$ cat src/msi_pkg.sv
// Constants shared by the maintenance status and interrupt logic.
// Assumes a 10 MHz core clock and a 32-bit Avalon-MM register port.
package msi_pkg;

  // Clock rate
  localparam int          CLK_HZ            = 10_000_000;

  // Qualification period of in-band code detection
  localparam int          QUAL_SHORT_MS     = 40;
  // Long period in tenths of a second, kept integral so no rounding creeps in
  localparam int          QUAL_LONG_DS      = 51;
  localparam int          QUAL_SHORT_CYC    = (QUAL_SHORT_MS * CLK_HZ + 999) / 1000;
  localparam int          QUAL_LONG_CYC     = QUAL_LONG_DS * (CLK_HZ / 10);
  localparam int          QUAL_W            = 26;

  // Transmit clock loss threshold in core clock cycles
  localparam int          TXCLK_LOSS_CYC    = 70;
  localparam int          TXCLK_CNT_W       = 7;

  // Register byte addresses
  localparam int          ADDR_W            = 5;
  localparam logic [4:0]  REG_LIVE_STATUS   = 5'h00;
  localparam logic [4:0]  REG_CONTROL       = 5'h04;
  localparam logic [4:0]  REG_IRQ_STATUS    = 5'h08;
  localparam logic [4:0]  REG_IRQ_MASK      = 5'h0c;
  localparam logic [4:0]  REG_IRQ_EDGE_SEL  = 5'h10;

  // Event field layout, shared by live status, irq status, mask and edge select
  localparam int          BIT_TXCLK_LOSS    = 3;
  localparam int          BIT_PATTERN_SYNC  = 4;
  localparam int          BIT_DEACT_CODE    = 5;
  localparam int          BIT_ACT_CODE      = 6;
  localparam int          BIT_REMOTE_LOOP   = 7;
  localparam logic [7:0]  EVENT_BITS        = 8'h78;

  // Control register fields
  localparam int          BIT_AUTO_LOOP_EN  = 0;

  // Reset values
  localparam logic [7:0]  IRQ_MASK_RST      = 8'h78;
  localparam logic [7:0]  IRQ_EDGE_SEL_RST  = 8'h00;
  localparam logic        AUTO_LOOP_EN_RST  = 1'b0;

endpackage

$ cat src/msi_qual_timer.sv
// Qualification timer: a status level rises once its detector input has
// stayed high for more than the selected number of cycles.
// Assumes the detector input is already on the core clock.
`timescale 1ns/1ps
module msi_qual_timer #(
  parameter int CNT_W = msi_pkg::QUAL_W
) (
  // Clock and reset
  input  wire logic             clk,
  input  wire logic             rst_sync_b,
  // Detector and period
  input  wire logic             detect,
  input  wire logic [CNT_W-1:0] limit,
  // Qualified level
  output logic                  qualified
);

  logic [CNT_W-1:0] cnt_r;
  logic [CNT_W-1:0] cnt_nxt;
  logic             qual_r;
  logic             qual_nxt;

  always_comb begin
    cnt_nxt  = cnt_r;
    qual_nxt = 1'b0;
    if (!detect) begin
      cnt_nxt = '0;
    end else if (cnt_r < limit) begin
      cnt_nxt = cnt_r + 1'b1;
    end
    // Set only after limit+1 high cycles, held while the detector holds
    if (detect && (cnt_r >= limit)) begin
      qual_nxt = 1'b1;
    end
  end

  always_ff @(posedge clk or negedge rst_sync_b) begin
    if (!rst_sync_b) begin
      cnt_r  <= '0;
      qual_r <= 1'b0;
    end else begin
      cnt_r  <= cnt_nxt;
      qual_r <= qual_nxt;
    end
  end

  assign qualified = qual_r;

endmodule

$ cat src/msi_top.sv
// Maintenance status and interrupt logic: in-band loopback code status,
// pattern sync status, transmit clock loss, sticky interrupts and the
// remote loopback command, reached over an Avalon-MM slave.
// Assumes detectors and pattern checker run on core_clk; the transmit
// clock arrives from a pin and is synchronised here.
//
// What this block does
// Activate rising edge interrupts when unmasked, edge-select 0
// Activate any change interrupts when unmasked, edge-select 1
// Deactivate status sets after qualified code period
// Period 40 ms, or 5.1 s with auto loop
// Deactivate rising edge ends remote loopback
// Deactivate rising edge interrupts when unmasked, edge-select 0
// Deactivate any change interrupts when unmasked, edge-select 1
// Pattern sync status follows checker in real time
// Pattern sync rising edge interrupts, edge-select 0
// Pattern sync any change interrupts, edge-select 1
// Transmit clock loss after 70 idle cycles
// Activate rising edge starts remote loopback
// Compare with previous cycle; latch pending events
`timescale 1ns/1ps
module msi_top #(
  parameter int QUAL_SHORT_CYC = msi_pkg::QUAL_SHORT_CYC,
  parameter int QUAL_LONG_CYC  = msi_pkg::QUAL_LONG_CYC
) (
  // Clock and reset
  input  wire logic                       core_clk,
  input  wire logic                       rst_b,
  // Avalon-MM slave
  input  wire logic [msi_pkg::ADDR_W-1:0] avs_address,
  input  wire logic                       avs_read,
  input  wire logic                       avs_write,
  input  wire logic [31:0]                avs_writedata,
  input  wire logic [3:0]                 avs_byteenable,
  output logic      [31:0]                avs_readdata,
  output logic                            avs_waitrequest,
  // Detector levels on core_clk
  input  wire logic                       activate_code_detect,
  input  wire logic                       deactivate_code_detect,
  input  wire logic                       pattern_sync_in,
  // Transmit clock pin
  input  wire logic                       transmit_clock_in,
  // Results
  output logic                            remote_loop_active,
  output logic                            irq
);

  // Reset release through two flip-flops
  logic rst_meta_r;
  logic rst_sync_r;
  logic rst_sync_b;

  always_ff @(posedge core_clk or negedge rst_b) begin
    if (!rst_b) begin
      rst_meta_r <= 1'b0;
      rst_sync_r <= 1'b0;
    end else begin
      rst_meta_r <= 1'b1;
      rst_sync_r <= rst_meta_r;
    end
  end

  assign rst_sync_b = rst_sync_r;

  // Configuration registers
  logic       auto_loop_en_r;
  logic       auto_loop_en_nxt;
  logic [7:0] irq_mask_r;
  logic [7:0] irq_mask_nxt;
  logic [7:0] irq_edge_sel_r;
  logic [7:0] irq_edge_sel_nxt;

  // Names used by the interrupt and code qualification
  logic activate_code_irq_mask;
  logic activate_code_irq_edge_sel;
  logic deactivate_code_irq_mask;
  logic deactivate_code_irq_edge_sel;
  logic pattern_sync_irq_mask;
  logic pattern_sync_irq_edge_sel;
  logic transmit_clock_loss_irq_mask;
  logic auto_remote_loop_switch_en;

  assign activate_code_irq_mask       = irq_mask_r[msi_pkg::BIT_ACT_CODE];
  assign activate_code_irq_edge_sel   = irq_edge_sel_r[msi_pkg::BIT_ACT_CODE];
  assign deactivate_code_irq_mask     = irq_mask_r[msi_pkg::BIT_DEACT_CODE];
  assign deactivate_code_irq_edge_sel = irq_edge_sel_r[msi_pkg::BIT_DEACT_CODE];
  assign pattern_sync_irq_mask        = irq_mask_r[msi_pkg::BIT_PATTERN_SYNC];
  assign pattern_sync_irq_edge_sel    = irq_edge_sel_r[msi_pkg::BIT_PATTERN_SYNC];
  assign transmit_clock_loss_irq_mask = irq_mask_r[msi_pkg::BIT_TXCLK_LOSS];
  assign auto_remote_loop_switch_en   = auto_loop_en_r;

  // In-band code qualification
  logic [msi_pkg::QUAL_W-1:0] qual_limit;
  logic                       activate_code_status;
  logic                       deactivate_code_status;

  // Period follows the automatic loop switch setting; the limit is the full
  // period, so the code must stand one cycle longer than t before it counts
  assign qual_limit = auto_remote_loop_switch_en ?
                      msi_pkg::QUAL_W'(QUAL_LONG_CYC) :
                      msi_pkg::QUAL_W'(QUAL_SHORT_CYC);

  msi_qual_timer #(
    .CNT_W      (msi_pkg::QUAL_W)
  ) u_act_qual (
    .clk        (core_clk),
    .rst_sync_b (rst_sync_b),
    .detect     (activate_code_detect),
    .limit      (qual_limit),
    .qualified  (activate_code_status)
  );

  // Detector input high means code present with error rate within limit
  msi_qual_timer #(
    .CNT_W      (msi_pkg::QUAL_W)
  ) u_deact_qual (
    .clk        (core_clk),
    .rst_sync_b (rst_sync_b),
    .detect     (deactivate_code_detect),
    .limit      (qual_limit),
    .qualified  (deactivate_code_status)
  );

  // Pattern sync is shown as the checker reports it, no filtering
  logic pattern_sync_status;
  assign pattern_sync_status = pattern_sync_in;

  // Transmit clock synchroniser and idle counter
  logic                         txclk_meta_r;
  logic                         txclk_sync_r;
  logic                         txclk_last_r;
  logic [msi_pkg::TXCLK_CNT_W-1:0] txclk_idle_r;
  logic [msi_pkg::TXCLK_CNT_W-1:0] txclk_idle_nxt;
  logic                         transmit_clock_loss_r;
  logic                         transmit_clock_loss_nxt;

  always_comb begin
    txclk_idle_nxt          = txclk_idle_r;
    transmit_clock_loss_nxt = 1'b0;
    if (txclk_sync_r != txclk_last_r) begin
      txclk_idle_nxt = '0;
    end else if (txclk_idle_r <= msi_pkg::TXCLK_CNT_W'(msi_pkg::TXCLK_LOSS_CYC)) begin
      txclk_idle_nxt = txclk_idle_r + 1'b1;
    end
    // Saturates one past the threshold, so loss means more than 70 cycles
    if (txclk_idle_nxt > msi_pkg::TXCLK_CNT_W'(msi_pkg::TXCLK_LOSS_CYC)) begin
      transmit_clock_loss_nxt = 1'b1;
    end
  end

  always_ff @(posedge core_clk or negedge rst_sync_b) begin
    if (!rst_sync_b) begin
      txclk_meta_r          <= 1'b0;
      txclk_sync_r          <= 1'b0;
      txclk_last_r          <= 1'b0;
      txclk_idle_r          <= '0;
      transmit_clock_loss_r <= 1'b0;
    end else begin
      txclk_meta_r          <= transmit_clock_in;
      txclk_sync_r          <= txclk_meta_r;
      txclk_last_r          <= txclk_sync_r;
      txclk_idle_r          <= txclk_idle_nxt;
      transmit_clock_loss_r <= transmit_clock_loss_nxt;
    end
  end

  // Live status word and its copy from the previous cycle
  logic [7:0] live_status;
  logic [7:0] live_prev_r;
  logic       remote_loop_r;
  logic       remote_loop_nxt;

  always_comb begin
    live_status                                = 8'h00;
    live_status[msi_pkg::BIT_ACT_CODE]         = activate_code_status;
    live_status[msi_pkg::BIT_DEACT_CODE]       = deactivate_code_status;
    live_status[msi_pkg::BIT_PATTERN_SYNC]     = pattern_sync_status;
    live_status[msi_pkg::BIT_TXCLK_LOSS]       = transmit_clock_loss_r;
    live_status[msi_pkg::BIT_REMOTE_LOOP]      = remote_loop_r;
  end

  function automatic logic rise_of(input logic cur, input logic prev);
    return cur && !prev;
  endfunction

  function automatic logic edge_event(input logic cur, input logic prev,
                                      input logic mask, input logic any_change);
    logic hit;
    hit = any_change ? (cur != prev) : rise_of(cur, prev);
    return hit && !mask;
  endfunction

  // Bus decode
  logic       bus_ack_r;
  logic       bus_ack_nxt;
  logic [31:0] rdata_r;
  logic [31:0] rdata_nxt;
  logic       wr_take;
  logic       wr_lane0;
  logic [7:0] wr_byte;

  assign avs_waitrequest = (avs_read || avs_write) && !bus_ack_r;
  assign wr_take         = avs_write && bus_ack_r;
  assign wr_lane0        = wr_take && avs_byteenable[0];
  assign wr_byte         = avs_writedata[7:0];

  // Sticky interrupt status
  logic [7:0] irq_status_r;
  logic [7:0] irq_status_nxt;
  logic [7:0] irq_set;

  always_comb begin
    irq_set = 8'h00;
    irq_set[msi_pkg::BIT_ACT_CODE] =
      edge_event(activate_code_status, live_prev_r[msi_pkg::BIT_ACT_CODE],
                 activate_code_irq_mask, activate_code_irq_edge_sel);
    irq_set[msi_pkg::BIT_DEACT_CODE] =
      edge_event(deactivate_code_status, live_prev_r[msi_pkg::BIT_DEACT_CODE],
                 deactivate_code_irq_mask, deactivate_code_irq_edge_sel);
    irq_set[msi_pkg::BIT_PATTERN_SYNC] =
      edge_event(pattern_sync_status, live_prev_r[msi_pkg::BIT_PATTERN_SYNC],
                 pattern_sync_irq_mask, pattern_sync_irq_edge_sel);
    irq_set[msi_pkg::BIT_TXCLK_LOSS] =
      edge_event(transmit_clock_loss_r, live_prev_r[msi_pkg::BIT_TXCLK_LOSS],
                 transmit_clock_loss_irq_mask, irq_edge_sel_r[msi_pkg::BIT_TXCLK_LOSS]);
  end

  always_comb begin
    irq_status_nxt   = irq_status_r;
    auto_loop_en_nxt = auto_loop_en_r;
    irq_mask_nxt     = irq_mask_r;
    irq_edge_sel_nxt = irq_edge_sel_r;
    if (wr_lane0) begin
      unique case (avs_address)
        msi_pkg::REG_CONTROL:      auto_loop_en_nxt = wr_byte[msi_pkg::BIT_AUTO_LOOP_EN];
        msi_pkg::REG_IRQ_STATUS:   irq_status_nxt   = irq_status_r & ~wr_byte;
        msi_pkg::REG_IRQ_MASK:     irq_mask_nxt     = wr_byte & msi_pkg::EVENT_BITS;
        msi_pkg::REG_IRQ_EDGE_SEL: irq_edge_sel_nxt = wr_byte & msi_pkg::EVENT_BITS;
        default:                   irq_status_nxt   = irq_status_r;
      endcase
    end
    // A new event in the clearing cycle survives the clear
    irq_status_nxt = irq_status_nxt | irq_set;
  end

  // Remote loopback: deactivate wins if both rise together
  always_comb begin
    remote_loop_nxt = remote_loop_r;
    if (rise_of(activate_code_status, live_prev_r[msi_pkg::BIT_ACT_CODE])) begin
      remote_loop_nxt = 1'b1;
    end
    if (rise_of(deactivate_code_status, live_prev_r[msi_pkg::BIT_DEACT_CODE])) begin
      remote_loop_nxt = 1'b0;
    end
  end

  // Read data captured in the wait cycle, presented at the ack cycle
  always_comb begin
    bus_ack_nxt = (avs_read || avs_write) && !bus_ack_r;
    rdata_nxt   = rdata_r;
    if (avs_read && !bus_ack_r) begin
      rdata_nxt = 32'h0000_0000;
      unique case (avs_address)
        msi_pkg::REG_LIVE_STATUS:  rdata_nxt[7:0] = live_status;
        msi_pkg::REG_CONTROL:      rdata_nxt[msi_pkg::BIT_AUTO_LOOP_EN] = auto_loop_en_r;
        msi_pkg::REG_IRQ_STATUS:   rdata_nxt[7:0] = irq_status_r;
        msi_pkg::REG_IRQ_MASK:     rdata_nxt[7:0] = irq_mask_r;
        msi_pkg::REG_IRQ_EDGE_SEL: rdata_nxt[7:0] = irq_edge_sel_r;
        default:                   rdata_nxt      = 32'h0000_0000;
      endcase
    end
  end

  always_ff @(posedge core_clk or negedge rst_sync_b) begin
    if (!rst_sync_b) begin
      live_prev_r    <= 8'h00;
      irq_status_r   <= 8'h00;
      auto_loop_en_r <= msi_pkg::AUTO_LOOP_EN_RST;
      irq_mask_r     <= msi_pkg::IRQ_MASK_RST;
      irq_edge_sel_r <= msi_pkg::IRQ_EDGE_SEL_RST;
      remote_loop_r  <= 1'b0;
      bus_ack_r      <= 1'b0;
      rdata_r        <= 32'h0000_0000;
    end else begin
      live_prev_r    <= live_status;
      irq_status_r   <= irq_status_nxt;
      auto_loop_en_r <= auto_loop_en_nxt;
      irq_mask_r     <= irq_mask_nxt;
      irq_edge_sel_r <= irq_edge_sel_nxt;
      remote_loop_r  <= remote_loop_nxt;
      bus_ack_r      <= bus_ack_nxt;
      rdata_r        <= rdata_nxt;
    end
  end

  // Mask gates the latch, so a masked event never pends
  assign irq                = |(irq_status_r & ~irq_mask_r & msi_pkg::EVENT_BITS);
  assign remote_loop_active = remote_loop_r;
  assign avs_readdata       = rdata_r;

endmodule

$ cat config.mk
export PLATFORM = sky130hd
export DESIGN_NAME = msi_top
export DESIGN_NICKNAME = d
export VERILOG_FILES = /design/src/msi_pkg.sv /design/src/msi_qual_timer.sv /design/src/msi_top.sv
export SDC_FILE = /design/constraint.sdc
export NUM_CORES = 1
export LEC_CHECK = 0
export ABC_AREA = 1
export ABC_CLOCK_PERIOD_IN_PS = 4200
export BUFFER_PORTS_ARGS = -buffer_cell sky130_fd_sc_hd__buf_4
export CORE_UTILIZATION = 53
export CTS_CLUSTER_SIZE = 24
export DETAILED_ROUTE_END_ITERATION = 10
export GPL_ROUTABILITY_DRIVEN = 0
export PLACE_DENSITY = 0.74
export SLEW_MARGIN = 20
export SYNTH_ARGS = -nofsm -noshare
export SYNTH_HDL_FRONTEND = slang
export SYNTH_SLANG_ARGS = --single-unit
$ cat constraint.sdc
create_clock -name core_clk -period 4.2 [get_ports core_clk]
set_input_delay 0.42 -clock core_clk [delete_from_list [all_inputs] [get_ports core_clk]]
set_output_delay 0.42 -clock core_clk [all_outputs]
set_load 0.01 [all_outputs]
==> results of run 1 <==
## power by group through the flow
stage / logic, mW / clock network [mW] / registers (mW)
after detailed placement: 0.148 / 0 / 1.04
after global placement: 0.145 / 0 / 1.04
after floorplan: 0.110 / 0 / 1.03
final: 0.149 / 0.786 / 1.02
after global routing: 0.172 / 0.825 / 1.03
after CTS: 0.150 / 0.792 / 1.02
## layout make-up
| type | count | area, sq um | area share [%] |
|---|---|---|---|
| Multi-Input combinational cell | 711 | 3440 | 49.5 |
| Sequential cell | 98 | 2460 | 35.4 |
| Inverter | 89 | 334 | 4.80 |
| Clock buffer | 10 | 229 | 3.29 |
| Tap cell | 143 | 179 | 2.57 |
| Timing Repair Buffer | 35 | 265 | 3.81 |
| Clock inverter | 6 | 43.8 | 0.629 |
## placed cells by master, fill, tap and decap left out, types with 9 or more instances in the layout
master       n
nor3_1      16
o21ai_0     28
buf_4       34
nor2_1     135
clkbuf_16    9
nand4_1      9
ha_1        24
dfrtp_1     93
inv_1       85
a21oi_1     11
nand3_1    101
xor2_1      17
xnor2_1     14
nand2_1    293
conb_1      25
## routing by layer
layer	up-vias	track usage, %	wire length [um]	part of all wire (%)
li1	2915	-	-	-
met1	2610	33.6	6980	49
met2	129	37.4	6370	45
met3	20	3.29	512	3.6
met5	-	0	0	0
met4	0	8.71	253	1.8
## critical path, delay by kind of cell (launching register included)
kind | cells | cell delay (ns)
buffers and inverters | 1 | 0.33
AND/OR/NAND/NOR | 7 | 1.25
flip-flops | 1 | 0.66
adder cells (fa/ha/maj) | 1 | 0.38
## worst max-delay path by stage
| stage | to | startpoint | slack (ns) |
|---|---|---|---|
| floorplan | auto_loop_en_r | rst_sync_b | 1.28 |
| global placement | u_deact_qual.cnt_r[18] | auto_loop_en_r | 1.50 |
| detailed placement | u_deact_qual.cnt_r[17] | auto_loop_en_r | 1.45 |
| CTS | u_deact_qual.cnt_r[17] | auto_loop_en_r | 1.43 |
| global route | u_deact_qual.cnt_r[22] | auto_loop_en_r | 1.19 |
| finish | u_deact_qual.cnt_r[21] | auto_loop_en_r | 1.45 |
## per-stage QoR
step | std cells | util, % | instance area (sq um) | total power, mW | setup slack (ns)
2_1_floorplan | 943 | - | 6550 | 1.14 | 1.28
3_3_place_gp | 1075 | 57.2 | 6670 | 1.18 | 1.50
3_5_place_dp | 1075 | 57.2 | 6670 | 1.18 | 1.45
4_1_cts | 1092 | 59.7 | 6960 | 1.96 | 1.43
5_1_grt | 1092 | 59.7 | 6960 | 2.02 | 1.19
6_report | 1092 | 59.7 | 6960 | 1.95 | 1.45
## sequential cells by signal, summed over array words and instances (netlist names), 4 cells and up
signal / cells
u_act_qual.cnt_r: 26
u_deact_qual.cnt_r: 26
avs_readdata: 8
irq_status_r: 8
txclk_idle_r: 7
irq_edge_sel_r: 4
irq_mask_r: 4
live_prev_r: 4
## timing repair
action,4_1_cts,5_1_grt
endpoints found under the hold margin,2,0
hold buffers,1,0
setup buffers,0,0
## kinds of logic (layout without fill, tap and decap cells)
group | count (synthesis) | after routing | synth area share, %
buf+inv | 134 | 140 | 10.0
simple gates | 580 | 580 | 38.6
flops | 98 | 98 | 38.0
compound gates | 51 | 51 | 4.43
fa+ha+maj | 24 | 24 | 4.65
xor+xnor | 31 | 31 | 4.20
other cells | 2 | 25 | 0.116
==> reports/results.ini, run 1 <==
[worst_hold_path]
worstHoldPathType = in2reg
hold_path_end = txclk_meta_r
hold_depth = 1
min_from = transmit_clock_in

[sta]
setup_violations = 0
tightest_slew_ns = 0.823
rsz0062_at_grt = no
fin_skew_ns = 0.0129
period_needed_ns = 2.75
whs_ns = 0.189
drv_slew = 0
setup_tns_ns = 0
max-slew-margin-rel_pct = 45.1
timing.final.hold_violations = 0
fmax_mhz = 363
period_share_pct = 65.6

[grt]
overflow = 0
grt_use_total_pct = 23.8
grt_max_degree = 64
grt_pass1_vias = 5190
grt_pass1_wl_um = 24200
antenna_found_initial = 0

[critical_path]
end_kind = flip-flop
worst_ep_arrival_time_ns = 2.99
slowest_stage = dfrtp_1
r2r_cells = 9
cp_cell_sequence = inv_1, ha_1, nand2_1, nor3_4, nand4_2, nand3_4, nand2_4, nand2_1, nand2_1
max_stage_delay_ns = 0.66
r2r-end = u_deact_qual.cnt_r[21]
worst-path-max-fanout = 28
crit_required_ns = 4.44
rrSetupSlack_ns = 1.45
r2r-start = auto_loop_en_r
worstSetupPathType = reg2reg
crit_top_cell = nand2_1
start_kind = flip-flop

[clock_tree]
root_buffer = clkbuf_16
ctsResizeCount = 0
cts.sinks = 98
tritoncts = yes
path_clk_slew_ns = 0.07
htreeDepth = 3
clk_path_buf_depth = 2
clk_latency_ns = 0.35
numCtsBuffers = 9

[layout]
drive_above_1_share_pct = 8.11
fillers = 1118
nNetsFinal = 1017
diodes = 0
area_delta_synth_final_pct = 7.63

[power]
p_switching_mw = 0.518
clkPwrFrac_pct = 40.3
p_int_mw = 1.43
ir_worst_vdd_uv = 198
leakagePower_nw = 3.45
p_seq_share_pct = 52.1
power_density_nw_per_um2 = 281
combPwrFrac_pct = 7.6
sw_frac_of_total_pct = 26.5

[placement]
post-dp-hpwl_um = 9960
io_buffers = 32

[status]
status = completed

[synthesis]
synth_largest_area_cell = dfrtp_1
yosysWarningCount = 0
yosys_most_used_dff = dfrtp_1
avgSynthCellArea_sq_um = 7.03
postSynthCellCount = 920
synthDistinctLibCells = 40
synthArstFlopShare_pct = 100
seq_area_frac_synth_pct = 38.0
netlist_top_cells_area = dfrtp_1 (36%), nand2_1 (17%), nor2_1 (7.8%)
synth_common_cells = nand2_1 (293), nor2_1 (135), nand3_1 (101)
synth-edff-count = 0
ys_ff_latch = 98
synth_top_area_share_pct = 36.4
netlist_area_sq_um = 6460
synth.most_common_cell = nand2_1

[floorplan]
die_h_um = 112
std_cell_rows = 39
initial_core_util_pct = 55.4
die_area_sq_um = 12600
io-pin-count = 84
die-width_um = 112
core_sq_um = 11700

[route]
via_per_inst = 5.20
drcViolationCount = 0
num_vias = 5674
drt_first_iter_violations = 531
wl_per_cell_um = 12.9
first_pass_iters = 5
wirelength_um = 14100
ant_nets = 0

[job]
drv_cap = 0

Power figures use the tool's default switching activity.
==> run 2: changes to the inputs <==
ABC_AREA = 0   (was 1)
ABC_CLOCK_PERIOD_IN_PS = 2390   (was 4200)
CORE_UTILIZATION = 52   (was 53)
PLACE_DENSITY = 0.77   (was 0.74)
clock period = 2.39 ns   (was 4.2 ns; I/O delays follow)
==> run 2 against run 1 <==
The run now ends with negative setup slack left. Sequential power is 75% higher. Worst setup slack got worse by 1.5 ns. Worst hold slack got worse by 0.15 ns. Critical path depth is 1 lower. Clock power up 45%. Total power up 66%. Clock skew hardly changed. Final cell count is 27% lower. Utilization is 5.1 points higher. Sequential share of layout area up 1.1 points. Non-clock buffer count is 42 higher.
==> reports/results.ini, run 2 <==
[status]
status = finished, violations left
violations = negative setup slack

[job]
drv_cap = 0

[synthesis]
netlist_top_cells_area = dfrtp_1 (42%), ha_1 (5.3%), a21oi_1 (3.9%)
synth_top_area_share_pct = 41.6
synth-edff-count = 0
synthArstFlopShare_pct = 100
seq_area_frac_synth_pct = 43.4
yosysWarningCount = 0
synth.most_common_cell = dfrtp_1
synth_common_cells = dfrtp_1 (94), nand2_1 (50), a21oi_1 (44)
postSynthCellCount = 600
yosys_most_used_dff = dfrtp_1
synthDistinctLibCells = 58
avgSynthCellArea_sq_um = 9.43
synth_largest_area_cell = dfrtp_1
ys_ff_latch = 98
netlist_area_sq_um = 5660

[layout]
final_util_pct = 64.8
multi_input_area_sq_um = 3130
final_cell_mix = dfrtp_1 (92), buf_4 (65), nand2_1 (50), a21oi_1 (32), o21ai_0 (29)
regArea_sq_um = 2460
area_delta_synth_final_pct = 19.2
stdcell_count = 802
top_regs = u_act_qual.cnt_r (26), u_deact_qual.cnt_r (26)
drive_above_1_share_pct = 23.1
fillers = 829
layout_commonest_cell = dfrtp_1
nNetsFinal = 734
diodes = 0

[floorplan]
core_sq_um = 10400
die-width_um = 106
std_cell_rows = 37
io-pin-count = 84
die_h_um = 106
die_area_sq_um = 11300
initial_core_util_pct = 54.3

[worst_hold_path]
hold_depth = 2
worstHoldPathType = in2reg
hold_path_end = irq_status_r[2]
min_from = avs_writedata[2]

[clock_tree]
cts.sinks = 98
numCtsBuffers = 9
clk_path_buf_depth = 2
path_clk_slew_ns = 0.10
tritoncts = yes
htreeDepth = 3
root_buffer = clkbuf_8
clk_latency_ns = 0.37

[critical_path]
worst-path-max-fanout = 8
worstSetupPathType = reg2reg
r2r-end = u_act_qual.cnt_r[15]
crit_required_ns = 2.68
start_kind = flip-flop
end_kind = flip-flop
worst_ep_arrival_time_ns = 2.74
r2r-start = auto_loop_en_r
r2r_cells = 8
rrSetupSlack_ns = -0.06

[sta]
max-slew-margin-rel_pct = 57.5
period_share_pct = 103
period_needed_ns = 2.45
fin_skew_ns = 0.0129
setup_tns_ns = -0.255
drv_slew = 0
rsz0062_at_grt = yes
tightest_slew_ns = 0.632
setup_violations = 20
setup_slack_ns = -0.0647
fmax_mhz = 407
timing.final.hold_violations = 0

[route]
drcViolationCount = 0
via_per_inst = 6.20
first_pass_iters = 5
ant_nets = 0
wl_per_cell_um = 16.9
drt_first_iter_violations = 363
wirelength_um = 13600
num_vias = 4969

[placement]
post-dp-hpwl_um = 8630
dp_cells = 772
io_buffers = 32

[power]
leakagePower_nw = 2.83
ir_worst_vdd_uv = 273
power_density_nw_per_um2 = 481

[grt]
grt_max_degree = 47
grt_use_total_pct = 22.5
grt_pass1_wl_um = 20600
grt_pass1_vias = 4425
antenna_found_initial = 0
overflow = 0

-- run 2: cell type report --
| class | instances | area share (%) |
|---|---|---|
| timing repair buffer | 77 | 9.98 |
| inverter | 27 | 1.54 |
| sequential | 98 | 36.5 |
| clock inverter | 6 | 1.08 |
| tap | 136 | 2.52 |
| clock buffer | 10 | 2.04 |
| multi-input combinational | 448 | 46.3 |
-- run 2: cells by family (layout without fill, tap and decap cells) --
kind of cell	count (synthesis)	after routing	share of synthesized area, %
AO/OA/AOI/OAI	151	151	17.2
XOR/XNOR	4	4	0.619
adder cells (fa/ha/maj)	24	24	5.31
buffers and inverters	77	120	7.16
flip-flops	98	98	43.4
multiplexers	19	19	3.52
other	2	25	0.133
AND/OR/NAND/NOR	225	225	22.6
-- run 2: repair_timing --
| item | in CTS | in global routing |
|---|---|---|
| endpoints found under the setup margin | 28 | 45 |
| gates cloned | 0 | 2 |
| endpoints found under the hold margin | 4 | 0 |
| setup buffers | 1 | 8 |
| pin swaps | 2 | 17 |
| hold buffers | 3 | 0 |
| resized for setup | 3 | 50 |
-- run 2: worst max path at each step --
| stage | start | slack [ns] | end | cells past startpoint |
|---|---|---|---|---|
| finish | auto_loop_en_r | -0.06 | u_act_qual.cnt_r[15] | 8 |
| floorplan | auto_loop_en_r | 0.03 | u_deact_qual.cnt_r[14] | 8 |
| detailed placement | auto_loop_en_r | -0.06 | u_deact_qual.cnt_r[23] | 8 |
| CTS | auto_loop_en_r | -0.05 | u_deact_qual.cnt_r[23] | 8 |
| global placement | auto_loop_en_r | 0.02 | u_act_qual.cnt_r[11] | 8 |
| global route | auto_loop_en_r | -0.09 | u_act_qual.cnt_r[15] | 8 |
-- run 2: per-stage QoR --
step / total power [mW] / setup WS (ns) / hold WS, ns / cell area, sq um
after global routing: 3.38 / -0.0934 / 0.0219 / 6750
final: 3.24 / -0.0647 / 0.0367 / 6750
after detailed placement: 2.10 / -0.0571 / 0.0232 / 6130
after global placement: 2.09 / 0.0158 / 0.0221 / 6130
after floorplan: 2.01 / 0.0317 / -0.0566 / 5750
after CTS: 3.25 / -0.0481 / 0.0234 / 6400
-- run 2: layer usage --
metal / GRT usage [%] / routed length, um
met1: 29.8 / 5950
met2: 37.3 / 6520
met3: 2.88 / 725
met4: 9.23 / 380
met5: 0 / 0
-- run 2: critical path: stages (launching register included) --
cell and delay (ns):
dfrtp_2 0.46, buf_6 0.16, ha_4 0.24, and4b_1 0.21
o211ai_1 0.16, a41oi_4 0.25, buf_12 0.21, or4_1 0.52
a21oi_1 0.17
-- run 2: report_power, final --
group / switching [mW] / internal [mW]
clock network: 0.615 / 0.526
logic: 0.182 / 0.139
registers: 0.0680 / 1.71
total: 0.865 / 2.38
